`src/slm_defines.vh`:
```
// Purpose: constants for the spindle load meter scaling block
// Assumes: 250 MHz processing clock
// Notes:   definitions only
`ifndef SLM_DEFINES_VH
`define SLM_DEFINES_VH

// ****************************************************************
// base selection codes
// ****************************************************************
`define SLM_BASE_MAX120     2'h0
`define SLM_BASE_MAX100     2'h1
`define SLM_BASE_SHORT      2'h2
`define SLM_BASE_CONT       2'h3
`define SLM_BASE_RESET      2'h0

// ****************************************************************
// scaling, in units of 0.1 percent
// ****************************************************************
`define SLM_SCALE_120       11'h4B0
`define SLM_SCALE_100       11'h3E8

// ****************************************************************
// filter time constant, 1 ms steps
// ****************************************************************
`define SLM_TC_MAX          13'h1388
`define SLM_TC_DEFAULT      13'h0064
`define SLM_FRAC_BITS       8

// ****************************************************************
// monitor channel
// ****************************************************************
`define SLM_MON_CODE        8'h3E

// ****************************************************************
// timing
// ****************************************************************
`define SLM_CLK_PERIOD_NS   4
`define SLM_STEP_NS         1000000
`define SLM_STEP_CYCLES     (`SLM_STEP_NS / `SLM_CLK_PERIOD_NS)
`define SLM_DIV_STEPS       6'h20

`endif

```
`src/slm_load_meter.v`:
```
// Purpose: scales spindle motor output to a load meter and smooths it
// Assumes: all inputs synchronous to clk_i; reference inputs nonzero
// Notes:   one update per 1 ms processing step, shared serial divider
//          base code is taken once after restart; time constant is live
//          one divider serves both passes, trading 64 cycles for area
//
// Functional notes
// - base code 0 scales maximum motor output to read 120 percent.
// - base code 1 scales maximum motor output to read 100 percent.
// - base code 2 uses short-term rated output (50% duty) as 100 percent.
// - base code 3 uses continuous rated output as 100 percent.
// - reference follows the currently selected low- or high-speed winding.
// - filter time constant 0..5000 in 1 ms steps, applies immediately.
// - time constant zero bypasses filter, output equals raw value.
// - meter appears on optional monitor one when its code selects meter.
`timescale 1ns/1ps
`default_nettype none
`include "slm_defines.vh"

module slm_load_meter #(
    parameter PWR_W       = 16,
    parameter STEP_CYCLES = `SLM_STEP_CYCLES
) (
    // clock and reset
    input  wire               clk_i,
    input  wire               reset_n_i,
    // motor output and references
    input  wire [PWR_W-1:0]   motor_power_i,
    input  wire               winding_high_i,
    input  wire [PWR_W-1:0]   max_out_low_i,
    input  wire [PWR_W-1:0]   max_out_high_i,
    input  wire [PWR_W-1:0]   short_out_low_i,
    input  wire [PWR_W-1:0]   short_out_high_i,
    input  wire [PWR_W-1:0]   cont_out_low_i,
    input  wire [PWR_W-1:0]   cont_out_high_i,
    // settings
    input  wire [1:0]         load_meter_base_select_i,
    input  wire [12:0]        load_meter_filter_time_constant_i,
    input  wire [7:0]         optional_monitor_one_select_i,
    // results
    output reg  [15:0]        load_meter_o,
    output reg  [15:0]        monitor_one_o,
    output reg                meter_update_o
);

    // ****************************************************************
    // states
    // ****************************************************************
    localparam [1:0] ST_IDLE = 2'h0;
    localparam [1:0] ST_RAW  = 2'h1;
    localparam [1:0] ST_FILT = 2'h2;

    // ****************************************************************
    // step timing
    // ****************************************************************
    // the step counter is 18 bits, enough for 1 ms at the 250 MHz clock
    localparam [31:0] STEP_LAST_W = STEP_CYCLES - 1;
    localparam [17:0] STEP_LAST   = STEP_LAST_W[17:0];

    reg  [1:0]  state_r;
    reg  [17:0] step_cnt_r;
    reg  [1:0]  base_r;
    reg         base_taken_r;
    reg  [31:0] div_rem_r;
    reg  [31:0] div_quo_r;
    reg  [31:0] div_den_r;
    reg  [5:0]  div_cnt_r;
    reg  [23:0] filt_r;
    reg         diff_neg_r;

    // ****************************************************************
    // helpers
    // ****************************************************************
    // saturate rather than wrap, so an overload reads full scale
    function [15:0] sat16;
        input [31:0] v;
        begin
            sat16 = (v[31:16] != 16'h0000) ? 16'hFFFF : v[15:0];
        end
    endfunction

    // a zero reference would give an all-ones quotient; read it as one
    function [31:0] nz;
        input [31:0] v;
        begin
            nz = (v == 32'h0000_0000) ? 32'h0000_0001 : v;
        end
    endfunction

    // ****************************************************************
    // reference and scale selection
    // ****************************************************************
    reg [PWR_W-1:0] ref_pwr;
    reg [10:0]      scale;
    always @* begin
        scale = `SLM_SCALE_100;
        case (base_r)
            `SLM_BASE_MAX120: begin
                scale   = `SLM_SCALE_120;
                ref_pwr = winding_high_i ? max_out_high_i : max_out_low_i;
            end
            `SLM_BASE_MAX100: begin
                ref_pwr = winding_high_i ? max_out_high_i : max_out_low_i;
            end
            `SLM_BASE_SHORT: begin
                ref_pwr = winding_high_i ? short_out_high_i : short_out_low_i;
            end
            default: begin
                ref_pwr = winding_high_i ? cont_out_high_i : cont_out_low_i;
            end
        endcase
    end

    // product fits 32 bits while PWR_W plus the 11-bit scale stays within 32
    wire [31:0] raw_num = {{(32-PWR_W){1'b0}}, motor_power_i} * {21'h000000, scale};
    wire [31:0] ref_den = {{(32-PWR_W){1'b0}}, ref_pwr};

    // settings above the range are held at the top of the range
    wire [12:0] tc = (load_meter_filter_time_constant_i > `SLM_TC_MAX) ?
                     `SLM_TC_MAX : load_meter_filter_time_constant_i;

    // ****************************************************************
    // serial divider step
    // ****************************************************************
    // restoring divide, one quotient bit per clock
    wire [32:0] div_trial = {div_rem_r, div_quo_r[31]} - {1'b0, div_den_r};
    wire        div_fit   = ~div_trial[32];
    wire [31:0] div_rem_n = div_fit ? div_trial[31:0] : {div_rem_r[30:0], div_quo_r[31]};
    wire [31:0] div_quo_n = {div_quo_r[30:0], div_fit};
    wire        div_last  = (div_cnt_r == `SLM_DIV_STEPS - 6'h01);

    wire [15:0] raw_val   = sat16(div_quo_n);
    wire [23:0] raw_fix   = {raw_val, 8'h00};
    wire        raw_below = raw_fix < filt_r;
    wire [23:0] diff_mag  = raw_below ? (filt_r - raw_fix) : (raw_fix - filt_r);
    wire [23:0] filt_step = div_quo_n[23:0];
    // no underflow: the step never exceeds the error it was divided from
    wire [23:0] filt_nxt  = diff_neg_r ? (filt_r - filt_step) : (filt_r + filt_step);

    // ****************************************************************
    // sequencer
    // ****************************************************************
    always @(posedge clk_i or negedge reset_n_i) begin
        if (!reset_n_i) begin
            state_r        <= ST_IDLE;
            step_cnt_r     <= 18'h00000;
            base_r         <= `SLM_BASE_RESET;
            base_taken_r   <= 1'b0;
            div_rem_r      <= 32'h0000_0000;
            div_quo_r      <= 32'h0000_0000;
            div_den_r      <= 32'h0000_0001;
            div_cnt_r      <= 6'h00;
            filt_r         <= 24'h000000;
            diff_neg_r     <= 1'b0;
            load_meter_o   <= 16'h0000;
            monitor_one_o  <= 16'h0000;
            meter_update_o <= 1'b0;
        end else begin
            meter_update_o <= 1'b0;
            // base selection is only taken once after restart
            if (!base_taken_r) begin
                base_r       <= load_meter_base_select_i;
                base_taken_r <= 1'b1;
            end
            // free-running step counter; a new step starts at its wrap
            step_cnt_r <= (step_cnt_r == STEP_LAST) ? 18'h00000 : step_cnt_r + 18'h00001;
            // registered copy: the monitor trails the meter by one cycle
            monitor_one_o <= (optional_monitor_one_select_i == `SLM_MON_CODE) ?
                             load_meter_o : 16'h0000;
            case (state_r)
                ST_IDLE: begin
                    // motor output and reference are sampled only at the start edge of a step
                    if (step_cnt_r == STEP_LAST && base_taken_r) begin
                        div_rem_r <= 32'h0000_0000;
                        div_quo_r <= raw_num;
                        div_den_r <= nz(ref_den);
                        div_cnt_r <= 6'h00;
                        state_r   <= ST_RAW;
                    end
                end
                ST_RAW: begin
                    div_rem_r <= div_rem_n;
                    div_quo_r <= div_quo_n;
                    div_cnt_r <= div_cnt_r + 6'h01;
                    if (div_last) begin
                        // tc is read here, so a new setting applies from this step
                        if (tc == 13'h0000) begin
                            filt_r         <= raw_fix;
                            load_meter_o   <= raw_val;
                            meter_update_o <= 1'b1;
                            state_r        <= ST_IDLE;
                        end else begin
                            // y += (x - y) / tc, sign kept apart
                            diff_neg_r <= raw_below;
                            div_rem_r  <= 32'h0000_0000;
                            div_quo_r  <= {8'h00, diff_mag};
                            div_den_r  <= {19'h00000, tc};
                            div_cnt_r  <= 6'h00;
                            state_r    <= ST_FILT;
                        end
                    end
                end
                ST_FILT: begin
                    // second pass: divide the error by the time constant
                    div_rem_r <= div_rem_n;
                    div_quo_r <= div_quo_n;
                    div_cnt_r <= div_cnt_r + 6'h01;
                    if (div_last) begin
                        filt_r         <= filt_nxt;
                        load_meter_o   <= filt_nxt[23:8];
                        meter_update_o <= 1'b1;
                        state_r        <= ST_IDLE;
                    end
                end
                default: begin
                    state_r <= ST_IDLE;
                end
            endcase
        end
    end

endmodule // slm_load_meter
`default_nettype wire

```
`config.mk`:
```
export PLATFORM = sky130hd
export DESIGN_NAME = slm_load_meter
export DESIGN_NICKNAME = d
export VERILOG_FILES = /design/src/slm_load_meter.v
export VERILOG_INCLUDE_DIRS = /design/src
export SDC_FILE = /design/constraint.sdc
export NUM_CORES = 1
export LEC_CHECK = 0
export BUFFER_PORTS_ARGS = -buffer_cell sky130_fd_sc_hd__buf_2
export CORE_MARGIN = 8
export CORE_UTILIZATION = 50
export DETAILED_ROUTE_END_ITERATION = 6
export GPL_ROUTABILITY_DRIVEN = 0
export HOLD_SLACK_MARGIN = 0.06
export PLACE_DENSITY_LB_ADDON = 0.05
export SYNTH_ARGS = -nofsm -noshare
export SYNTH_HDL_FRONTEND = slang
export SYNTH_SLANG_ARGS = --single-unit
```
`constraint.sdc`:
```
create_clock -name clk_i -period 7.9 [get_ports clk_i]
set_input_delay 0.79 -clock clk_i [delete_from_list [all_inputs] [get_ports clk_i]]
set_output_delay 0.79 -clock clk_i [all_outputs]
set_load 0.05 [all_outputs]
```
**Yosys cells after proc, flatten, opt, wreduce, memory -nomap -nowiden**

Cells that the tools add are included.

- Magnitude comparators: 2
- $mul: 1
- Bitwise operators: 2
- Mux-type cells: 46
- Reduce and logical (&&, ||, !) cells: 15
- Eq/ne operators: 12
- Add/sub/neg operators: 7

Operators with widths:

| operator | count |
|---|---|
| 2-to-1 mux 32 bit | 10 |
| one-hot mux 32 bit (3 select lines) | 2 |
| 2-to-1 mux 16 bit | 9 |
| 2-to-1 mux 24 bit | 5 |
| subtractor 24 bit | 3 |
| one-hot mux 16 bit (2 select lines) | 2 |
| one-hot mux 32 bit (2 select lines) | 1 |
| one-hot mux 24 bit (2 select lines) | 1 |
| subtractor 33 x 32 -> 33 bit | 1 |
| zero test 32 bit | 1 |
| multiplier 16 x 11 -> 27 bit | 1 |
| adder 24 bit | 1 |
| less-than comparator 24 bit | 1 |
| adder 18 x 1 -> 18 bit (second input constant) | 1 |
| == test 18 bit (second input constant) | 1 |
| 2-to-1 mux 18 bit | 1 |
| 2-to-1 mux 6 bit | 3 |
| one-hot mux 6 bit (3 select lines) | 1 |
| nonzero test 16 bit | 1 |
| > comparator 13 bit (second input constant) | 1 |
| zero test 13 bit | 1 |
| 2-to-1 mux 13 bit | 1 |
| 2-to-1 mux 11 bit | 1 |
| != test 2 bit (second input constant) | 5 |
| other kinds (18) | 30 |

- Flip-flop bits (word level): 183
- Word-level logic and storage cells: 98
- Output and inout bits: 33

**Depth between registers and ports, before layout**

- Depth after elaboration: 8
- Mapped depth: 28
- Depth with buffers taken out: 27

**Worst setup path after synthesis**

Ideal clock, no wire load.

- Path kind: reg-to-reg
- Start: reg base_r[0]
- End: reg div_quo_r[25]
- Buffers on the path: 4
- Stages on the path, launching flop included: 22
- Arrival time: 5765 ps
- Required time: 7805 ps
- Slack: 2039 ps
- Path through: dfrtp_1 -> clkbuf_1 -> buf_1 -> nor2_1 -> clkbuf_1 -> buf_1 -> a21o_1 -> ha_1 -> fa_1 -> fa_1 -> fa_1 -> ha_1 -> ha_1 -> a211o_1 -> a211oi_1 -> o41ai_1 -> a31oi_1 -> nor2b_1 -> o21ai_0 -> mux2i_1 -> nor2_1 -> o31ai_1

- Word-level cells in the longest chain between the ends: 5

Ends and longest elaborated chain:

| what | line | source |
|---|---|---|
| start, declared | slm_load_meter.v:62 | `reg [1:0] base_r;` |
| start signal, assigned | slm_load_meter.v:147 | `` base_r <= `SLM_BASE_RESET; `` |
| start signal, assigned | slm_load_meter.v:162 | `base_r <= load_meter_base_select_i;` |
| zero test 2 bit | slm_load_meter.v:97 | `case (base_r)` |
| 2-to-1 mux 11 bit | slm_load_meter.v:97 |  |
| multiplier 16 x 11 -> 27 bit | slm_load_meter.v:115 | `wire [31:0] raw_num = {{(32-PWR_W){1'b0}}, motor_power_i} * {21'h000000, scale};` |
| 2-to-1 mux 32 bit | slm_load_meter.v:173 | `if (step_cnt_r == STEP_LAST && base_taken_r) begin` |
| one-hot mux 32 bit (3 select lines) | slm_load_meter.v:170 | `case (state_r)` |
| end signal, assigned | slm_load_meter.v:175 | `div_quo_r <= raw_num;` |
| end signal, assigned | slm_load_meter.v:183 | `div_quo_r <= div_quo_n;` |
| end signal, assigned | slm_load_meter.v:196 | `div_quo_r <= {8'h00, diff_mag};` |
| end, declared | slm_load_meter.v:65 | `reg [31:0] div_quo_r;` |

Every way passes these cells. The select of a mux whose other input is x is not followed.
A chain may end at the register's enable or synchronous reset.

**Worst setup path in the final report**

- Start: reg div_den_r[0]
- End: reg load_meter_o[15]

- Word-level cells in the longest chain between the ends: 6
- Elaborated cells on any way between the ends: 7

Ends and longest elaborated chain:

| what | line | source |
|---|---|---|
| start, declared | slm_load_meter.v:66 | `reg [31:0] div_den_r;` |
| start signal, assigned | slm_load_meter.v:176 | `div_den_r <= nz(ref_den);` |
| start signal, assigned | slm_load_meter.v:197 | `div_den_r <= {19'h00000, tc};` |
| subtractor 33 x 32 -> 33 bit * | slm_load_meter.v:126 | `wire [32:0] div_trial = {div_rem_r, div_quo_r[31]} - {1'b0, div_den_r};` |
| inverter 1 bit * | slm_load_meter.v:127 | `wire div_fit = ~div_trial[32];` |
| adder 24 bit / subtractor 24 bit (equally long branches) | slm_load_meter.v:138 | `wire [23:0] filt_nxt = diff_neg_r ? (filt_r - filt_step) : (filt_r + filt_step);` |
| 2-to-1 mux 24 bit * | slm_load_meter.v:138 |  |
| 2-to-1 mux 16 bit * | slm_load_meter.v:208 | `if (div_last) begin` |
| one-hot mux 16 bit (2 select lines) * | slm_load_meter.v:170 |  |
| end signal, assigned | slm_load_meter.v:189 | `load_meter_o <= raw_val;` |
| end signal, assigned | slm_load_meter.v:210 | `load_meter_o <= filt_nxt[23:8];` |
| end, declared | slm_load_meter.v:41 | `output reg [15:0] load_meter_o,` |

Mark *: on every way between the ends. The rest lies on a longest branch, timed or not. The select of a mux whose other input is x is not followed.

==> results.sh <==
export IMPL_wl_per_cell_um=18.0
export IMPL_detailedPlace_worstSlack_ns=1.26
export IMPL_area_delta_synth_final_pct=10.6
export IMPL_overflow=0
export IMPL_finalNonFillerCells=2281
export IMPL_root_buffer="clkbuf_16"
export IMPL_ant_nets=0
export IMPL_synthTopCellsByCount="nand2_1 (152), dfrtp_1 (150), ha_1 (150)"
export IMPL_place_inst=2248
export IMPL_cp_arrival_ns=7.21
export IMPL_worstSkewPairLatency_ns=0.44
export IMPL_grt_pass1_vias=13200
export IMPL_cts_setup_buffers=0
export IMPL_die_width_um=192
export IMPL_port_buffer_count=170
export IMPL_yosysUniqueCellTypes=84
export IMPL_viasPerCell=5.79
export IMPL_p_seq_share_pct=19.6
export IMPL_synth_edf_count=0
export IMPL_hold_viol=0
export IMPL_path_clk_slew_ns=0.07
export IMPL_combinationalPowerShare_pct=62.9
export IMPL_syn_avg_cell_area_um2=8.74
export IMPL_synth_ff_type="dfrtp_1"
export IMPL_critPathCaptureType="register"
export IMPL_ys_seq_area_share_pct=24.5
export IMPL_period_share_pct=86.5
export IMPL_io_pins=171
export IMPL_start_util_pct=50.5
export IMPL_period_minus_slack_ns=6.83
export IMPL_vias=13200
export IMPL_synth_top_cell_by_area="dfrtp_1"
export IMPL_async_flop_share_pct=100
export IMPL_antenna_found_initial=0
export IMPL_fin_skew_ns=0.0126
export IMPL_rsz0062_at_grt="false"
export IMPL_drv_cap=0
export IMPL_cts_hold_fix_buffers=0
export IMPL_clockBufferDepth=2
export IMPL_start_kind="register"
export IMPL_switching_share_pct=44.2
export IMPL_synth_area_leaders="dfrtp_1 (24%), ha_1 (12%), fa_1 (9.6%)"
export IMPL_timing_critical_path_buf_inv=2
export IMPL_clock_fmax_ghz=0.146
export IMPL_grt_max_degree=89
export IMPL_syn_area_um2=15400
export IMPL_fin_nets=2234
export IMPL_critPathTopFamily="compound AO/OA/AOI/OAI gates"
export IMPL_htree_levels=4
export IMPL_post_route_util_pct=55.9
export IMPL_power_leakage_nw=7.97
export IMPL_syn_inst=1765
export IMPL_drc=0
export IMPL_crit_type="register to register"
export IMPL_path_max_fanout=28
export IMPL_drive_gt1_share_pct=14.1
export IMPL_antenna_cells=0
export IMPL_hp_class="input pin to async pin"
export IMPL_synth_most_common_cell="nand2_1"
export IMPL_first_iter_violations=824
export IMPL_ys_warn_count=0
export IMPL_worst_slack_ns=1.07
export IMPL_grt_first_pass_wirelength_mm=67.6
export IMPL_numCtsBuffers=17
export IMPL_post_cts_resized=0
export IMPL_ir_drop_mv=0.290
export IMPL_fin_area_um2=17100
export IMPL_fin_tns_setup_ns=0
export IMPL_die_h_um=192
export IMPL_clock_power_share_pct=17.4
export IMPL_fillCellCount=2857
export IMPL_p_switching_mw=2.20
export IMPL_ys_ff_latch=151
export IMPL_place_area_um2=16400
export IMPL_crit_required_ns=8.28
export IMPL_cts_sinks=151
export IMPL_slowest_stage="nor4_1"
export IMPL_dpl_hpwl_mm=32.2
export IMPL_die_area_um2=36700
export IMPL_synth_top_area_share_pct=24.3
export IMPL_rows=64
export IMPL_finalMaxSlewViolations=0
export IMPL_tightest_slew_ns=1.06
export IMPL_status="completed"
export IMPL_cpPeakStageDelay_ns=0.61
export IMPL_relSlewSlack_pct=28.9
export IMPL_grtUsageTotal_pct=22.6
export IMPL_firstDrtPassIters=5
export IMPL_finalSetupViolations=0
export IMPL_power_density_nw_per_um2=291
export IMPL_internal_power_mw=2.78
export IMPL_core_um2=30500
export IMPL_totalWireLength_mm=41.1
export IMPL_tritoncts="done"
## state kept, by name, summed over array words and instances (netlist names), 2 cells and up
name	flops
filt_r	8
state_r	2
step_cnt_r	18
div_rem_r	32
load_meter_o	16
monitor_one_o	16
div_cnt_r	6
div_den_r	16
div_quo_r	32
base_r	2
## power by group through the flow
stage / clock (mW) / sequential, mW / combinational, mW
2_1_floorplan: 0 / 0.948 / 2.55
3_3_place_gp: 0 / 0.982 / 3.14
3_5_place_dp: 0 / 0.984 / 3.15
4_1_cts: 0.884 / 0.974 / 3.18
5_1_grt: 0.914 / 0.991 / 3.60
6_report: 0.867 / 0.975 / 3.13
## area by class of cell
| type | count | area, um^2 | area share (%) |
|---|---|---|---|
| Multi-Input combinational cell | 1396 | 10700 | 63.0 |
| Clock inverter | 13 | 161 | 0.946 |
| Timing Repair Buffer | 184 | 962 | 5.64 |
| Inverter | 122 | 463 | 2.71 |
| Tap cell | 396 | 495 | 2.90 |
| Clock buffer | 19 | 453 | 2.66 |
| Sequential cell | 151 | 3780 | 22.2 |
## worst paths after layout
kind / from / end / slack (ns) / cells after the start
max in group asynchronous: reset_n_i / div_quo_r[14] / 6.08 / 2
setup reg to reg: div_den_r[0] / load_meter_o[15] / 1.07 / 26
hold reg to reg: div_cnt_r[5] / div_cnt_r[5] / 0.48 / 1
setup / recovery: div_den_r[0] / load_meter_o[15] / 1.07 / 26
hold / removal: reset_n_i / step_cnt_r[9] / 0.37 / 1
min in group clk_i: div_cnt_r[5] / div_cnt_r[5] / 0.48 / 1
## stage by stage
step	power, mW	hold slack, ns
floorplan	3.50	0.442
global placement	4.12	0.465
detailed placement	4.14	0.474
CTS	5.04	0.421
global route	5.51	0.442
finish	4.97	0.374
## per-layer routing
| metal | vias to the layer above | global-route usage [%] | wire length [um] |
|---|---|---|---|
| met2 | 267 | 38.2 | 20700 |
| met5 | - | 0 | 0 |
| met4 | 0 | 6.45 | 897 |
| met1 | 6444 | 29.9 | 18200 |
| met3 | 56 | 3.18 | 1340 |
| li1 | 6434 | - | - |
## placed cells by master, fill, tap and decap left out, types with 23 or more instances in the layout
cell	instances
fa_1	74
mux2i_1	29
dfrtp_1	150
xnor2_1	72
a211oi_1	23
and2_1	24
nor3_1	33
nor2b_1	25
a31oi_1	25
a21oi_1	133
xor2_1	40
nor2_1	131
nand3_1	30
buf_2	169
inv_1	121
nand2_1	152
ha_1	149
a21o_1	46
o21ai_0	114
## kinds of logic (layout without fill, tap and decap cells)
logic type / after synthesis / count (layout) / share of synthesized area, %
buffers and inverters: 233 / 338 / 6.28
multiplexers: 51 / 51 / 4.66
AO/OA/AOI/OAI: 484 / 484 / 20.1
XOR/XNOR: 113 / 113 / 6.54
AND/OR/NAND/NOR: 507 / 507 / 16.1
adder cells (fa/ha/maj): 224 / 224 / 21.8
flip-flops: 151 / 151 / 24.5
other: 2 / 17 / 0.0487
Note: power is estimated with default switching activity, not from simulation.
